<file path="config.mk">
export PLATFORM = sky130hd
export DESIGN_NAME = bert_top
export DESIGN_NICKNAME = d
export VERILOG_FILES = /design/src/hw/bert_pkg.sv /design/src/hw/bert_gen_if.sv /design/src/hw/bert_top.sv /design/src/hw/bert_pgen.sv
export SDC_FILE = /design/constraint.sdc
export NUM_CORES = 1
export LEC_CHECK = 0
export BUFFER_PORTS_ARGS = -buffer_cell sky130_fd_sc_hd__buf_2
export CAP_MARGIN = 20
export CORE_ASPECT_RATIO = 1.4
export CORE_MARGIN = 2
export CORE_UTILIZATION = 40
export DETAILED_ROUTE_END_ITERATION = 6
export GPL_ROUTABILITY_DRIVEN = 0
export GPL_TIMING_DRIVEN = 0
export PLACE_DENSITY = 0.56
export SYNTH_ARGS = -nofsm -noshare
export SYNTH_HDL_FRONTEND = slang
export SYNTH_SLANG_ARGS = --single-unit
</file>
<file path="constraint.sdc">
create_clock -name pclk -period 3.9 [get_ports pclk]
set_clock_uncertainty 0.15 [all_clocks]
set_input_delay 0.39 -clock pclk [delete_from_list [all_inputs] [get_ports pclk]]
set_output_delay 0.39 -clock pclk [all_outputs]
set_load 0.05 [all_outputs]
</file>
<file path="src/hw/bert_pkg.sv">
// Purpose: constants shared by the bit error rate tester modules
// Assumes: 32-bit APB data, one register per aligned word
// Notes:   field positions follow the pattern control word layout

package bert_pkg;

    // ------------------------------------------------------------
    // register byte offsets
    // ------------------------------------------------------------
    localparam logic [7:0] OFS_PORT_CTL  = 8'h00;
    localparam logic [7:0] OFS_PAT_CTL   = 8'h04;
    localparam logic [7:0] OFS_SEED_LO   = 8'h08;
    localparam logic [7:0] OFS_SEED_HI   = 8'h0c;
    localparam logic [7:0] OFS_TST_CTL   = 8'h10;
    localparam logic [7:0] OFS_TST_STS   = 8'h14;
    localparam logic [7:0] OFS_INT_STS   = 8'h18;
    localparam logic [7:0] OFS_INT_MASK  = 8'h1c;
    localparam logic [7:0] OFS_BIT_CNT   = 8'h20;
    localparam logic [7:0] OFS_ERR_CNT   = 8'h24;

    // ------------------------------------------------------------
    // field positions
    // ------------------------------------------------------------
    localparam int PCW_LEN_LSB   = 0;
    localparam int PCW_REP_BIT   = 5;
    localparam int PCW_QRSS_BIT  = 6;
    localparam int PCW_TAP_LSB   = 8;
    localparam int PCW_WIDTH     = 13;

    localparam int CTL_TX_LOAD   = 0;
    localparam int CTL_RX_LOAD   = 1;
    localparam int CTL_TX_INV    = 2;
    localparam int CTL_RX_INV    = 3;
    localparam int CTL_UPDATE    = 4;
    localparam int CTL_SW_ERR    = 5;
    localparam int CTL_ERR_PIN   = 6;
    localparam int CTL_RATE_LSB  = 8;
    localparam int CTL_NO_RESYNC = 11;
    localparam int CTL_WIDTH     = 12;

    localparam int STS_BEC       = 0;
    localparam int STS_OOS       = 1;

    localparam int INT_OOS_SET   = 0;
    localparam int INT_SYNC_SET  = 1;
    localparam int INT_BEC_SET   = 2;
    localparam int INT_UPDATE    = 3;
    localparam int INT_WIDTH     = 4;

    // ------------------------------------------------------------
    // reset values and sync figures
    // ------------------------------------------------------------
    localparam logic [PCW_WIDTH-1:0] PCW_RESET  = 13'h0000;
    localparam logic [15:0]          SEED_RESET = 16'hffff;
    localparam logic [5:0]           LOAD_LAST  = 6'h1f;
    localparam logic [5:0]           CHECK_LAST = 6'h1f;
    localparam logic [5:0]           WIN_LAST   = 6'h3f;
    localparam logic [2:0]           LOSS_ERRS  = 3'h6;
    localparam int                   ERR_W      = 24;
    localparam int                   RATE_W     = 24;

    typedef enum logic [1:0] {RX_LOAD, RX_CHECK, RX_SYNC} bert_rx_state_e;

    // one inserted error per ten to the n bits
    function automatic logic [RATE_W-1:0] bert_rate_div(input logic [2:0] n);
        unique case (n)
            3'h1:    bert_rate_div = 24'h00000a;
            3'h2:    bert_rate_div = 24'h000064;
            3'h3:    bert_rate_div = 24'h0003e8;
            3'h4:    bert_rate_div = 24'h002710;
            3'h5:    bert_rate_div = 24'h0186a0;
            3'h6:    bert_rate_div = 24'h0f4240;
            3'h7:    bert_rate_div = 24'h989680;
            default: bert_rate_div = 24'h000000;
        endcase
    endfunction : bert_rate_div

endpackage : bert_pkg

</file>
<file path="src/hw/bert_gen_if.sv">
// Purpose: carrier between the tester core and a pattern generator
// Assumes: one clock, pclk
// Notes:   ctrl drives settings and steps, gen returns the pattern bit

`timescale 1ns/1ps

interface bert_gen_if;
    logic        load;
    logic [31:0] seed;
    logic [4:0]  len;
    logic [4:0]  tap;
    logic        rep;
    logic        qrss;
    logic        step;
    logic        use_ext;
    logic        ext_bit;
    logic        out_bit;

    modport ctrl (output load, seed, len, tap, rep, qrss, step, use_ext, ext_bit,
                  input  out_bit);
    modport gen  (input  load, seed, len, tap, rep, qrss, step, use_ext, ext_bit,
                  output out_bit);
endinterface : bert_gen_if

</file>
<file path="src/hw/bert_top.sv">
// Purpose: bit error rate tester with APB registers and a serial payload path
// Assumes: payload bits arrive and leave one per strobe, synchronous to pclk
// Notes:   receive side is always enabled and can monitor off-line
//
// Overview of operation
// generate and lock to x^n+x^y+1 sequences, n 1..32, any seed
// repetitive patterns of 1 to 32 bits from the seed value
// 24-bit error count and 32-bit bit count readable by software
// errors inserted singly by register, by pin transition, or one per 10^n bits
// lock holds under a one in a thousand random error rate
// software enables the tester before a load; loads while disabled do nothing
// a zero to one write on a load bit loads that generator
// error count nonzero status is set while the error count is one or more
// out of sync while unlocked; six errors in a 64-bit window lose lock
// an update event copies running counts to readable registers and clears them
// pattern word: tap 12:8, length 4:0, repetitive select 5, qrss 6
// separate transmit and receive pattern inversion
// qrss uses taps 17 and 20 and forces a one after fourteen zeros
// polynomial feedback forced to one when bits 1 to 31 are zero
// lock: load 32 incoming bits, then all next 32 must match
// no counting while out of sync

`timescale 1ns/1ps

module bert_top
    import bert_pkg::*;
(
    input  wire logic        pclk,
    input  wire logic        presetn,
    input  wire logic [7:0]  paddr,
    input  wire logic        psel,
    input  wire logic        penable,
    input  wire logic        pwrite,
    input  wire logic [31:0] pwdata,
    output logic      [31:0] prdata,
    output logic             pready,
    output logic             pslverr,
    input  wire logic        datapath_reset,
    input  wire logic        pmu_update,
    input  wire logic        manual_error_input_pin,
    input  wire logic        tx_bit_req,
    output logic             tx_bit_valid,
    output logic             tx_bit,
    input  wire logic        rx_bit_valid,
    input  wire logic        rx_bit,
    output logic             irq
);

    // ------------------------------------------------------------
    // apb decode
    // ------------------------------------------------------------
    logic                  pready_q;
    logic                  pslverr_q;
    logic [31:0]           prdata_q;
    wire                   acc_first;
    wire                   wr_take;
    wire                   hit_port;
    wire                   hit_pcw;
    wire                   hit_slo;
    wire                   hit_shi;
    wire                   hit_ctl;
    wire                   hit_sts;
    wire                   hit_ist;
    wire                   hit_msk;
    wire                   hit_bcnt;
    wire                   hit_ecnt;
    wire                   addr_hit;
    logic [31:0]           rd_mux;

    assign acc_first = psel & penable & ~pready_q;
    assign wr_take   = psel & penable & pready_q & pwrite & ~pslverr_q;
    assign hit_port  = (paddr == OFS_PORT_CTL);
    assign hit_pcw   = (paddr == OFS_PAT_CTL);
    assign hit_slo   = (paddr == OFS_SEED_LO);
    assign hit_shi   = (paddr == OFS_SEED_HI);
    assign hit_ctl   = (paddr == OFS_TST_CTL);
    assign hit_sts   = (paddr == OFS_TST_STS);
    assign hit_ist   = (paddr == OFS_INT_STS);
    assign hit_msk   = (paddr == OFS_INT_MASK);
    assign hit_bcnt  = (paddr == OFS_BIT_CNT);
    assign hit_ecnt  = (paddr == OFS_ERR_CNT);
    assign addr_hit  = hit_port | hit_pcw | hit_slo | hit_shi | hit_ctl | hit_sts
                     | hit_ist | hit_msk | hit_bcnt | hit_ecnt;

    // ------------------------------------------------------------
    // software registers
    // ------------------------------------------------------------
    logic                  en_q;
    logic [PCW_WIDTH-1:0]  pcw_q;
    logic [15:0]           seed_lo_q;
    logic [15:0]           seed_hi_q;
    logic [CTL_WIDTH-1:0]  ctl_q;
    logic [INT_WIDTH-1:0]  ist_q;
    logic [INT_WIDTH-1:0]  ist_d;
    logic [INT_WIDTH-1:0]  msk_q;
    logic [31:0]           bit_cnt_q;
    logic [ERR_W-1:0]      err_cnt_q;
    logic                  bec_q;
    logic                  oos_q;
    wire                   wr_ctl;
    wire                   tx_load;
    wire                   rx_load;
    wire                   sw_update;
    wire                   sw_err;
    wire                   tx_inv;
    wire                   rx_inv;
    wire                   err_from_pin;
    wire                   no_resync;
    wire [2:0]             rate_n;

    assign wr_ctl       = wr_take & hit_ctl;
    // only the rising write of a load bit acts, and only while enabled
    assign tx_load      = wr_ctl & pwdata[CTL_TX_LOAD] & ~ctl_q[CTL_TX_LOAD] & en_q;
    assign rx_load      = wr_ctl & pwdata[CTL_RX_LOAD] & ~ctl_q[CTL_RX_LOAD] & en_q;
    assign sw_update    = wr_ctl & pwdata[CTL_UPDATE] & ~ctl_q[CTL_UPDATE];
    assign sw_err       = wr_ctl & pwdata[CTL_SW_ERR];
    assign tx_inv       = ctl_q[CTL_TX_INV];
    assign rx_inv       = ctl_q[CTL_RX_INV];
    assign err_from_pin = ctl_q[CTL_ERR_PIN];
    assign no_resync    = ctl_q[CTL_NO_RESYNC];
    assign rate_n       = ctl_q[CTL_RATE_LSB +: 3];

    always_ff @(posedge pclk or negedge presetn) begin
        if (!presetn) begin
            en_q      <= 1'b0;
            pcw_q     <= PCW_RESET;
            seed_lo_q <= SEED_RESET;
            seed_hi_q <= SEED_RESET;
            ctl_q     <= '0;
            msk_q     <= '0;
        end else if (wr_take) begin
            if (hit_port) en_q      <= pwdata[0];
            if (hit_pcw)  pcw_q     <= pwdata[PCW_WIDTH-1:0];
            if (hit_slo)  seed_lo_q <= pwdata[15:0];
            if (hit_shi)  seed_hi_q <= pwdata[15:0];
            if (hit_ctl)  ctl_q     <= pwdata[CTL_WIDTH-1:0] & ~(12'h1 << CTL_SW_ERR);
            if (hit_msk)  msk_q     <= pwdata[INT_WIDTH-1:0];
        end
    end

    // ------------------------------------------------------------
    // pattern generators
    // ------------------------------------------------------------
    bert_gen_if tg ();
    bert_gen_if rg ();
    wire [31:0] seed_word;
    wire        rx_in;
    wire        rx_miss;
    logic       ins_now;

    assign seed_word = {seed_hi_q, seed_lo_q};
    // pattern control layout
    assign tg.len    = pcw_q[PCW_LEN_LSB +: 5];
    assign tg.tap    = pcw_q[PCW_TAP_LSB +: 5];
    assign tg.rep    = pcw_q[PCW_REP_BIT];
    assign tg.qrss   = pcw_q[PCW_QRSS_BIT];
    assign tg.load   = tx_load;
    assign tg.seed   = seed_word;
    assign tg.step   = tx_bit_req & ~tx_load;
    assign tg.use_ext = 1'b0;
    assign tg.ext_bit = 1'b0;

    assign rg.len    = tg.len;
    assign rg.tap    = tg.tap;
    assign rg.rep    = tg.rep;
    assign rg.qrss   = tg.qrss;
    assign rg.load   = rx_load;
    assign rg.seed   = seed_word;
    assign rg.step   = rx_bit_valid & ~rx_load;
    // loading de-inverts the incoming bit so the generator holds true pattern
    assign rx_in     = rx_bit ^ rx_inv;
    assign rg.ext_bit = rx_in;
    assign rx_miss   = rx_in ^ rg.out_bit;

    bert_pgen u_tx_gen (
        .pclk    (pclk),
        .presetn (presetn),
        .g       (tg.gen)
    );

    bert_pgen u_rx_gen (
        .pclk    (pclk),
        .presetn (presetn),
        .g       (rg.gen)
    );

    // ------------------------------------------------------------
    // transmit error insertion
    // ------------------------------------------------------------
    logic              pin_q;
    logic              pend_q;
    logic [RATE_W-1:0] rate_cnt_q;
    logic              tx_bit_q;
    logic              tx_vld_q;
    wire               pin_edge;
    wire               single_req;
    wire [RATE_W-1:0]  rate_div;
    wire               rate_on;
    wire               rate_hit;

    assign pin_edge   = manual_error_input_pin ^ pin_q;
    assign single_req = err_from_pin ? pin_edge : sw_err;
    assign rate_div   = bert_rate_div(rate_n);
    assign rate_on    = (rate_n != 3'h0);
    assign rate_hit   = rate_on & (rate_cnt_q == rate_div - 24'h000001);
    assign ins_now    = pend_q | rate_hit;

    always_ff @(posedge pclk or negedge presetn) begin
        if (!presetn) begin
            pin_q      <= 1'b0;
            pend_q     <= 1'b0;
            rate_cnt_q <= '0;
            tx_bit_q   <= 1'b0;
            tx_vld_q   <= 1'b0;
        end else begin
            pin_q    <= manual_error_input_pin;
            // a new request in the consuming cycle stays pending
            pend_q   <= single_req | (pend_q & ~tx_bit_req);
            tx_vld_q <= tx_bit_req;
            if (!rate_on || tx_load) begin
                rate_cnt_q <= '0;
            end else if (tx_bit_req) begin
                rate_cnt_q <= rate_hit ? '0 : rate_cnt_q + 24'h000001;
            end
            if (tx_bit_req) begin
                tx_bit_q <= tg.out_bit ^ tx_inv ^ ins_now;
            end
        end
    end

    // ------------------------------------------------------------
    // receive synchroniser
    // ------------------------------------------------------------
    bert_rx_state_e st_q;
    bert_rx_state_e st_d;
    logic [5:0]     cnt_q;
    logic [5:0]     cnt_d;
    logic [2:0]     werr_q;
    logic [2:0]     werr_d;
    wire  [2:0]     werr_inc;
    wire            in_sync;

    assign werr_inc   = (werr_q == LOSS_ERRS) ? werr_q : werr_q + {2'b00, rx_miss};
    assign in_sync    = (st_q == RX_SYNC);
    assign rg.use_ext = (st_q == RX_LOAD);

    always_comb begin
        st_d   = st_q;
        cnt_d  = cnt_q;
        werr_d = werr_q;
        if (rx_load || datapath_reset) begin
            st_d   = RX_LOAD;
            cnt_d  = '0;
            werr_d = '0;
        end else if (rx_bit_valid) begin
            cnt_d = cnt_q + 6'h01;
            unique case (st_q)
                RX_LOAD: begin
                    if (cnt_q == LOAD_LAST) begin
                        st_d  = RX_CHECK;
                        cnt_d = '0;
                    end
                end
                RX_CHECK: begin
                    if (rx_miss) begin
                        st_d  = RX_LOAD;
                        cnt_d = '0;
                    end else if (cnt_q == CHECK_LAST) begin
                        st_d   = RX_SYNC;
                        cnt_d  = '0;
                        werr_d = '0;
                    end
                end
                RX_SYNC: begin
                    // threshold of six per 64 tolerates scattered errors
                    werr_d = (cnt_q == WIN_LAST) ? 3'h0 : werr_inc;
                    if (werr_inc == LOSS_ERRS && !no_resync) begin
                        st_d   = RX_LOAD;
                        cnt_d  = '0;
                        werr_d = '0;
                    end
                end
            endcase
        end
    end

    always_ff @(posedge pclk or negedge presetn) begin
        if (!presetn) begin
            st_q   <= RX_LOAD;
            cnt_q  <= '0;
            werr_q <= '0;
        end else begin
            st_q   <= st_d;
            cnt_q  <= cnt_d;
            werr_q <= werr_d;
        end
    end

    // ------------------------------------------------------------
    // bit and error counters
    // ------------------------------------------------------------
    logic [31:0]      run_bits_q;
    logic [ERR_W-1:0] run_errs_q;
    wire              upd_ev;
    wire              count_en;
    wire [31:0]       bits_nx;
    wire [ERR_W-1:0]  errs_nx;

    assign upd_ev   = sw_update | pmu_update;
    assign count_en = rx_bit_valid & in_sync;
    assign bits_nx  = run_bits_q + 32'h0000_0001;
    assign errs_nx  = (&run_errs_q) ? run_errs_q : run_errs_q + 24'h000001;

    always_ff @(posedge pclk or negedge presetn) begin
        if (!presetn) begin
            run_bits_q <= '0;
            run_errs_q <= '0;
            bit_cnt_q  <= '0;
            err_cnt_q  <= '0;
        end else if (datapath_reset) begin
            run_bits_q <= '0;
            run_errs_q <= '0;
        end else if (upd_ev) begin
            bit_cnt_q  <= run_bits_q;
            err_cnt_q  <= run_errs_q;
            run_bits_q <= '0;
            run_errs_q <= '0;
        end else if (count_en) begin
            run_bits_q <= bits_nx;
            if (rx_miss) run_errs_q <= errs_nx;
        end
    end

    // ------------------------------------------------------------
    // status and interrupt
    // ------------------------------------------------------------
    logic             irq_q;
    wire              bec_now;
    wire [INT_WIDTH-1:0] ev;
    wire [INT_WIDTH-1:0] w1c;

    assign bec_now = (err_cnt_q != '0);
    assign ev[INT_OOS_SET]  = ~oos_q & ~in_sync;
    assign ev[INT_SYNC_SET] = oos_q & in_sync;
    assign ev[INT_BEC_SET]  = bec_now & ~bec_q;
    assign ev[INT_UPDATE]   = upd_ev;
    assign w1c   = (wr_take & hit_ist) ? pwdata[INT_WIDTH-1:0] : '0;
    // an event in the clearing cycle survives
    assign ist_d = (ist_q & ~w1c) | ev;

    always_ff @(posedge pclk or negedge presetn) begin
        if (!presetn) begin
            bec_q <= 1'b0;
            oos_q <= 1'b1;
            ist_q <= '0;
            irq_q <= 1'b0;
        end else begin
            bec_q <= bec_now;
            oos_q <= ~in_sync;
            ist_q <= ist_d;
            irq_q <= |(ist_q & msk_q);
        end
    end

    // ------------------------------------------------------------
    // apb answer
    // ------------------------------------------------------------
    always_comb begin
        rd_mux = 32'h0000_0000;
        unique case (1'b1)
            hit_port: rd_mux = {31'h0, en_q};
            hit_pcw:  rd_mux = {19'h0, pcw_q};
            hit_slo:  rd_mux = {16'h0, seed_lo_q};
            hit_shi:  rd_mux = {16'h0, seed_hi_q};
            hit_ctl:  rd_mux = {20'h0, ctl_q};
            hit_sts:  rd_mux = {30'h0, oos_q, bec_q};
            hit_ist:  rd_mux = {28'h0, ist_q};
            hit_msk:  rd_mux = {28'h0, msk_q};
            hit_bcnt: rd_mux = bit_cnt_q;
            hit_ecnt: rd_mux = {8'h0, err_cnt_q};
            default:  rd_mux = 32'h0000_0000;
        endcase
    end

    always_ff @(posedge pclk or negedge presetn) begin
        if (!presetn) begin
            pready_q  <= 1'b0;
            pslverr_q <= 1'b0;
            prdata_q  <= '0;
        end else begin
            pready_q  <= acc_first;
            pslverr_q <= acc_first & ~addr_hit;
            if (acc_first) begin
                prdata_q  <= pwrite ? 32'h0000_0000 : rd_mux;
            end
        end
    end

    assign prdata       = prdata_q;
    assign pready       = pready_q;
    assign pslverr      = pslverr_q;
    assign tx_bit       = tx_bit_q;
    assign tx_bit_valid = tx_vld_q;
    assign irq          = irq_q;

endmodule : bert_top

</file>
<file path="src/hw/bert_pgen.sv">
// Purpose: 32-bit pattern generator shared by transmit and receive sides
// Assumes: len and tap hold n-1 and y-1
// Notes:   output is the feedback bit, forced to one after fourteen zeros in qrss; feedback is shifted into bit 0 unless use_ext selects ext_bit

`timescale 1ns/1ps

module bert_pgen
    import bert_pkg::*;
(
    input wire logic pclk,
    input wire logic presetn,
    bert_gen_if.gen  g
);
    logic [31:0] sr_q;
    logic [31:0] sr_d;
    wire         fb_raw;
    wire         fb;
    wire         shift_in;

    assign fb_raw   = g.rep  ? sr_q[g.len]
                    : g.qrss ? (sr_q[16] ^ sr_q[19])
                    :          (sr_q[g.len] ^ sr_q[g.tap]);
    // lockup escape for polynomial patterns only
    assign fb       = fb_raw | (~g.rep & ~|sr_q[30:0]);
    assign g.out_bit = fb | (g.qrss & ~|sr_q[13:0]);
    assign shift_in = g.use_ext ? g.ext_bit : fb;
    assign sr_d     = g.load ? g.seed
                    : g.step ? {sr_q[30:0], shift_in}
                    :          sr_q;

    always_ff @(posedge pclk or negedge presetn) begin
        if (!presetn) begin
            sr_q <= 32'h0000_0000;
        end else begin
            sr_q <= sr_d;
        end
    end
endmodule : bert_pgen

</file>
==> results by group <==
Run status
  – Outcome: complete, but fails checks
  – Failing checks: negative setup slack

Placement
  – # port buffers: 71
  – Placed cells: between 2000 and 2500
  – DP HPWL: between 30 and 40 mm
  – Placed Area: ~18000 µm²
  – Pre-CTS setup slack: -0.697 ns

STA
  – Worst setup slack after layout: -0.170 ns
  – Final min period: 4.07 ns
  – Maximum clock rate: 0.246 GHz
  – Max Transition Viols Final: 0
  – Unrepaired setup endpoints after global routing: true
  – Final hold vios: 0
  – Smallest hold slack: approximately 0.012 ns
  – Fin crit share: 104%
  – TNS Setup: -1.15 ns
  – Worst rel slew slack: 27.7%
  – Setup-failing EPs final: 10
  – Tightest Pin Transition: 1.07 ns

Yosys
  – Xor-xnor portion of the synthesized cell area: under 10%
  – Cell Area, Synth: 17000 µm²
  – Sequential-to-total area share from yosys stat: ~47%
  – Post-Syn Instances: ~1600
  – Post-Syn Nets: 1710
  – Synth top area share: 41.9%
  – Post-Synth Adder-Cell Area: 0.737%
  – Yosys warning count: 0
  – Async SR Flop Fraction: 100%
  – EDFF count, synth: 0
  – Yosys top cell by area: dfrtp_1
  – Average size of a mapped cell: slightly above 10 µm²
  – Mux share of post-synthesis cell area: around 17%
  – Synth Register Bits: 317
  – Synth Flop Type: dfrtp_1
  – Simple-Gate Fraction of Synth Area: ~16%
  – Largest family of logic cells by synthesized area: multiplexers
  – Area contributors post-synth: dfrtp_1, mux2_2, mux2i_1
  – Synth Area in Compound Gates: 13.5%
  – Yosys cell types: 86

GRT
  – Antenna violations before repair: 4
  – Vias in the first global route: around 14000
  – Largest net degree at the start of global routing: 118
  – GRT Residual Overflow: 0
  – First-pass GRT wire length: between 80 and 90 mm
  – Tot GR Track Use: between 20% and 30%

Cells and area
  – Non-filler cells in the finished layout: 2355
  – NumNets Final: 1841
  – Layout overhead on the synthesized area: 16.8%
  – Commonest non-fill, non-tap cell in the layout: dfrtp_1
  – Register area: 7980 µm²
  – Footprint of the multi-input gates: about 8700 µm²
  – Share of layout cells above drive strength 1: 23.7%
  – Most frequent cells in the layout: dfrtp_1, nor2_1, mux2_2
  – Fillers: 3901
  – Final Cell Area: 19800 µm²

Floorplan
  – Die Area: 44100 µm²
  – Die span in y: 248 µm
  – Initial core utilization: 40.4%
  – Rows: 89
  – Core Area: 42000 µm²
  – Die width: between 150 and 200 µm
  – Io pins: just under 90

CTS
  – Clock transition at path regs: 0.06 ns
  – TritonCTS Buffers: 35
  – CTS H-Tree Depth: 2
  – Clock buffer depth: 3
  – CTS Root Cell: clkbuf_16
  – Clk sinks: 317
  – Skew-Pair Late Insertion Delay: roughly 0.53 ns
  – CTS tree: done

Routing
  – TritonRoute pass-1 iters: 7
  – Drt initial violations: 977
  – Post-Route WL: 52.0 mm
  – Detailed-route wire length per cell: 22.1 µm
  – Vias after detailed routing: 13700
  – Remaining antenna violation count after routing: 0
  – DRC violations left: 0
  – Vias per cell: 5.81

Job
  – Max Cap Viol: 0

Critical path
  – R2R setup slack: -0.17 ns
  – Crit path from: pcw_q[2]
  – Crit-path max FO: 7
  – Reg2reg end: cnt_q[2]
  – Critical setup path kind: flop to flop
  – Critical path data arrival time: 4.36 ns
  – Startpoint Class: flop
  – Reg2reg path depth: 18
  – Critical Path RT: 4.19 ns
  – RR Startpoint: pcw_q[2]
  – Nature of the critical path endpoint: flop

Hold path
  – Worst min-delay path class: input port to flop
  – Hold Crit Start: pwdata[12]
  – Cells on Worst Hold Path: 2
  – Worst min-delay path endpoint: seed_lo_q[12]

Pwr
  – Pleak: 0.00904 µW
  – Peak VDD IR: between 0.2 and 0.3 mV
  – Pwr Density: between 400 and 500 nW/µm²
-- cell families after synthesis --
group,after synthesis
simple gates,537
compound gates,353
flops,317
xor+xnor,54
buf+inv,130
fa+ha+maj,10
mux,248
-- how the worst max path moves through the flow --
stage,to,slack [ns],cells past startpoint
after global routing,st_q[0],-0.31,19
after global placement,rate_cnt_q[6],-3.96,1
after detailed placement,cnt_q[5],-0.70,20
after CTS,cnt_q[5],-0.27,19
after floorplan,cnt_q[2],0.01,20
final,cnt_q[2],-0.17,18
-- critical path: stages, from the launching register on --
cell	delay, ns
dfrtp_2	0.53
nor2_1	0.32
a211oi_1	0.13
nand3_1	0.13
nand2_1	0.15
nor4_2	0.34
o31ai_2	0.14
or3b_4	0.45
nor2_4	0.13
inv_2	0.05
ha_4	0.16
ha_4	0.16
xor2_2	0.14
a31oi_2	0.15
o21ai_2	0.11
and2_4	0.19
buf_6	0.12
a21o_4	0.21
a211oi_2	0.20
-- stage by stage --
| step | total power, µW | util (%) |
|---|---|---|
| final | 8140 | 47.3 |
| after global routing | 8460 | 47.3 |
| after CTS | 8180 | 46.7 |
| after detailed placement | 4530 | 43.1 |
| after global placement | 4500 | 43.0 |
| after floorplan | 4200 | - |
-- cells in the mapped netlist, types with 20 or more instances --
cell / instances
clkbuf_1: 67
mux2i_1: 105
a22oi_1: 31
xnor2_1: 24
inv_1: 27
nand2_1: 120
mux4_2: 20
xor2_1: 30
a21oi_1: 114
dfstp_2: 33
nor2b_1: 20
dfrtp_1: 284
nand2b_1: 22
nor2_1: 166
nand4_1: 23
buf_2: 21
and3_1: 37
nand3_1: 52
nor4_1: 26
o21ai_0: 77
mux2_2: 121
-- state kept, by name (all words and copies together), names as in the netlist, 3 cells and up --
register and count:
pcw_q 13, cnt_q 6, werr_q 3, seed_hi_q 16, ist_q 4, bit_cnt_q 32
run_bits_q 32, prdata 32, ctl_q 11, seed_lo_q 16, u_tx_gen.sr_q 32, run_errs_q 24
err_cnt_q 24, rate_cnt_q 24, msk_q 4, u_rx_gen.sr_q 32
-- report_power, final --
group	switching, µW	internal (µW)	leakage, µW
clock	1400	2190	0.000613
combinational	466	380	0.00421
sequential	241	3460	0.00422
total	2110	6030	0.00904
-- final cells by class --
type / count / share of cell area, %
multi-input cells: 1202 / 43.9
flip-flops and latches: 317 / 40.2
clock buffers: 47 / 4.99
well taps: 546 / 3.44
repair buffers: 98 / 3.18
plain buffers: 98 / 2.43
clock inverters: 17 / 1.25
inverters: 28 / 0.530
diodes: 2 / 0.0252
-- timing repair --
| action | CTS | global route |
|---|---|---|
| setup endpoints to repair | 34 | 33 |
| endpoints found under the hold margin | 106 | 0 |
| hold buffers | 7 | 0 |
| pin swaps | 17 | 17 |
| setup buffers | 11 | 5 |
| resized for setup | 35 | 41 |
-- routing by layer --
layer	wire, µm	up-vias	track usage, %
met5	27	-	0
met4	2650	4	11.4
met3	2430	115	2.88
met2	26400	413	42.2
met1	20500	6858	28.9
li1	-	6283	-
Power figures use the tool's default switching activity.
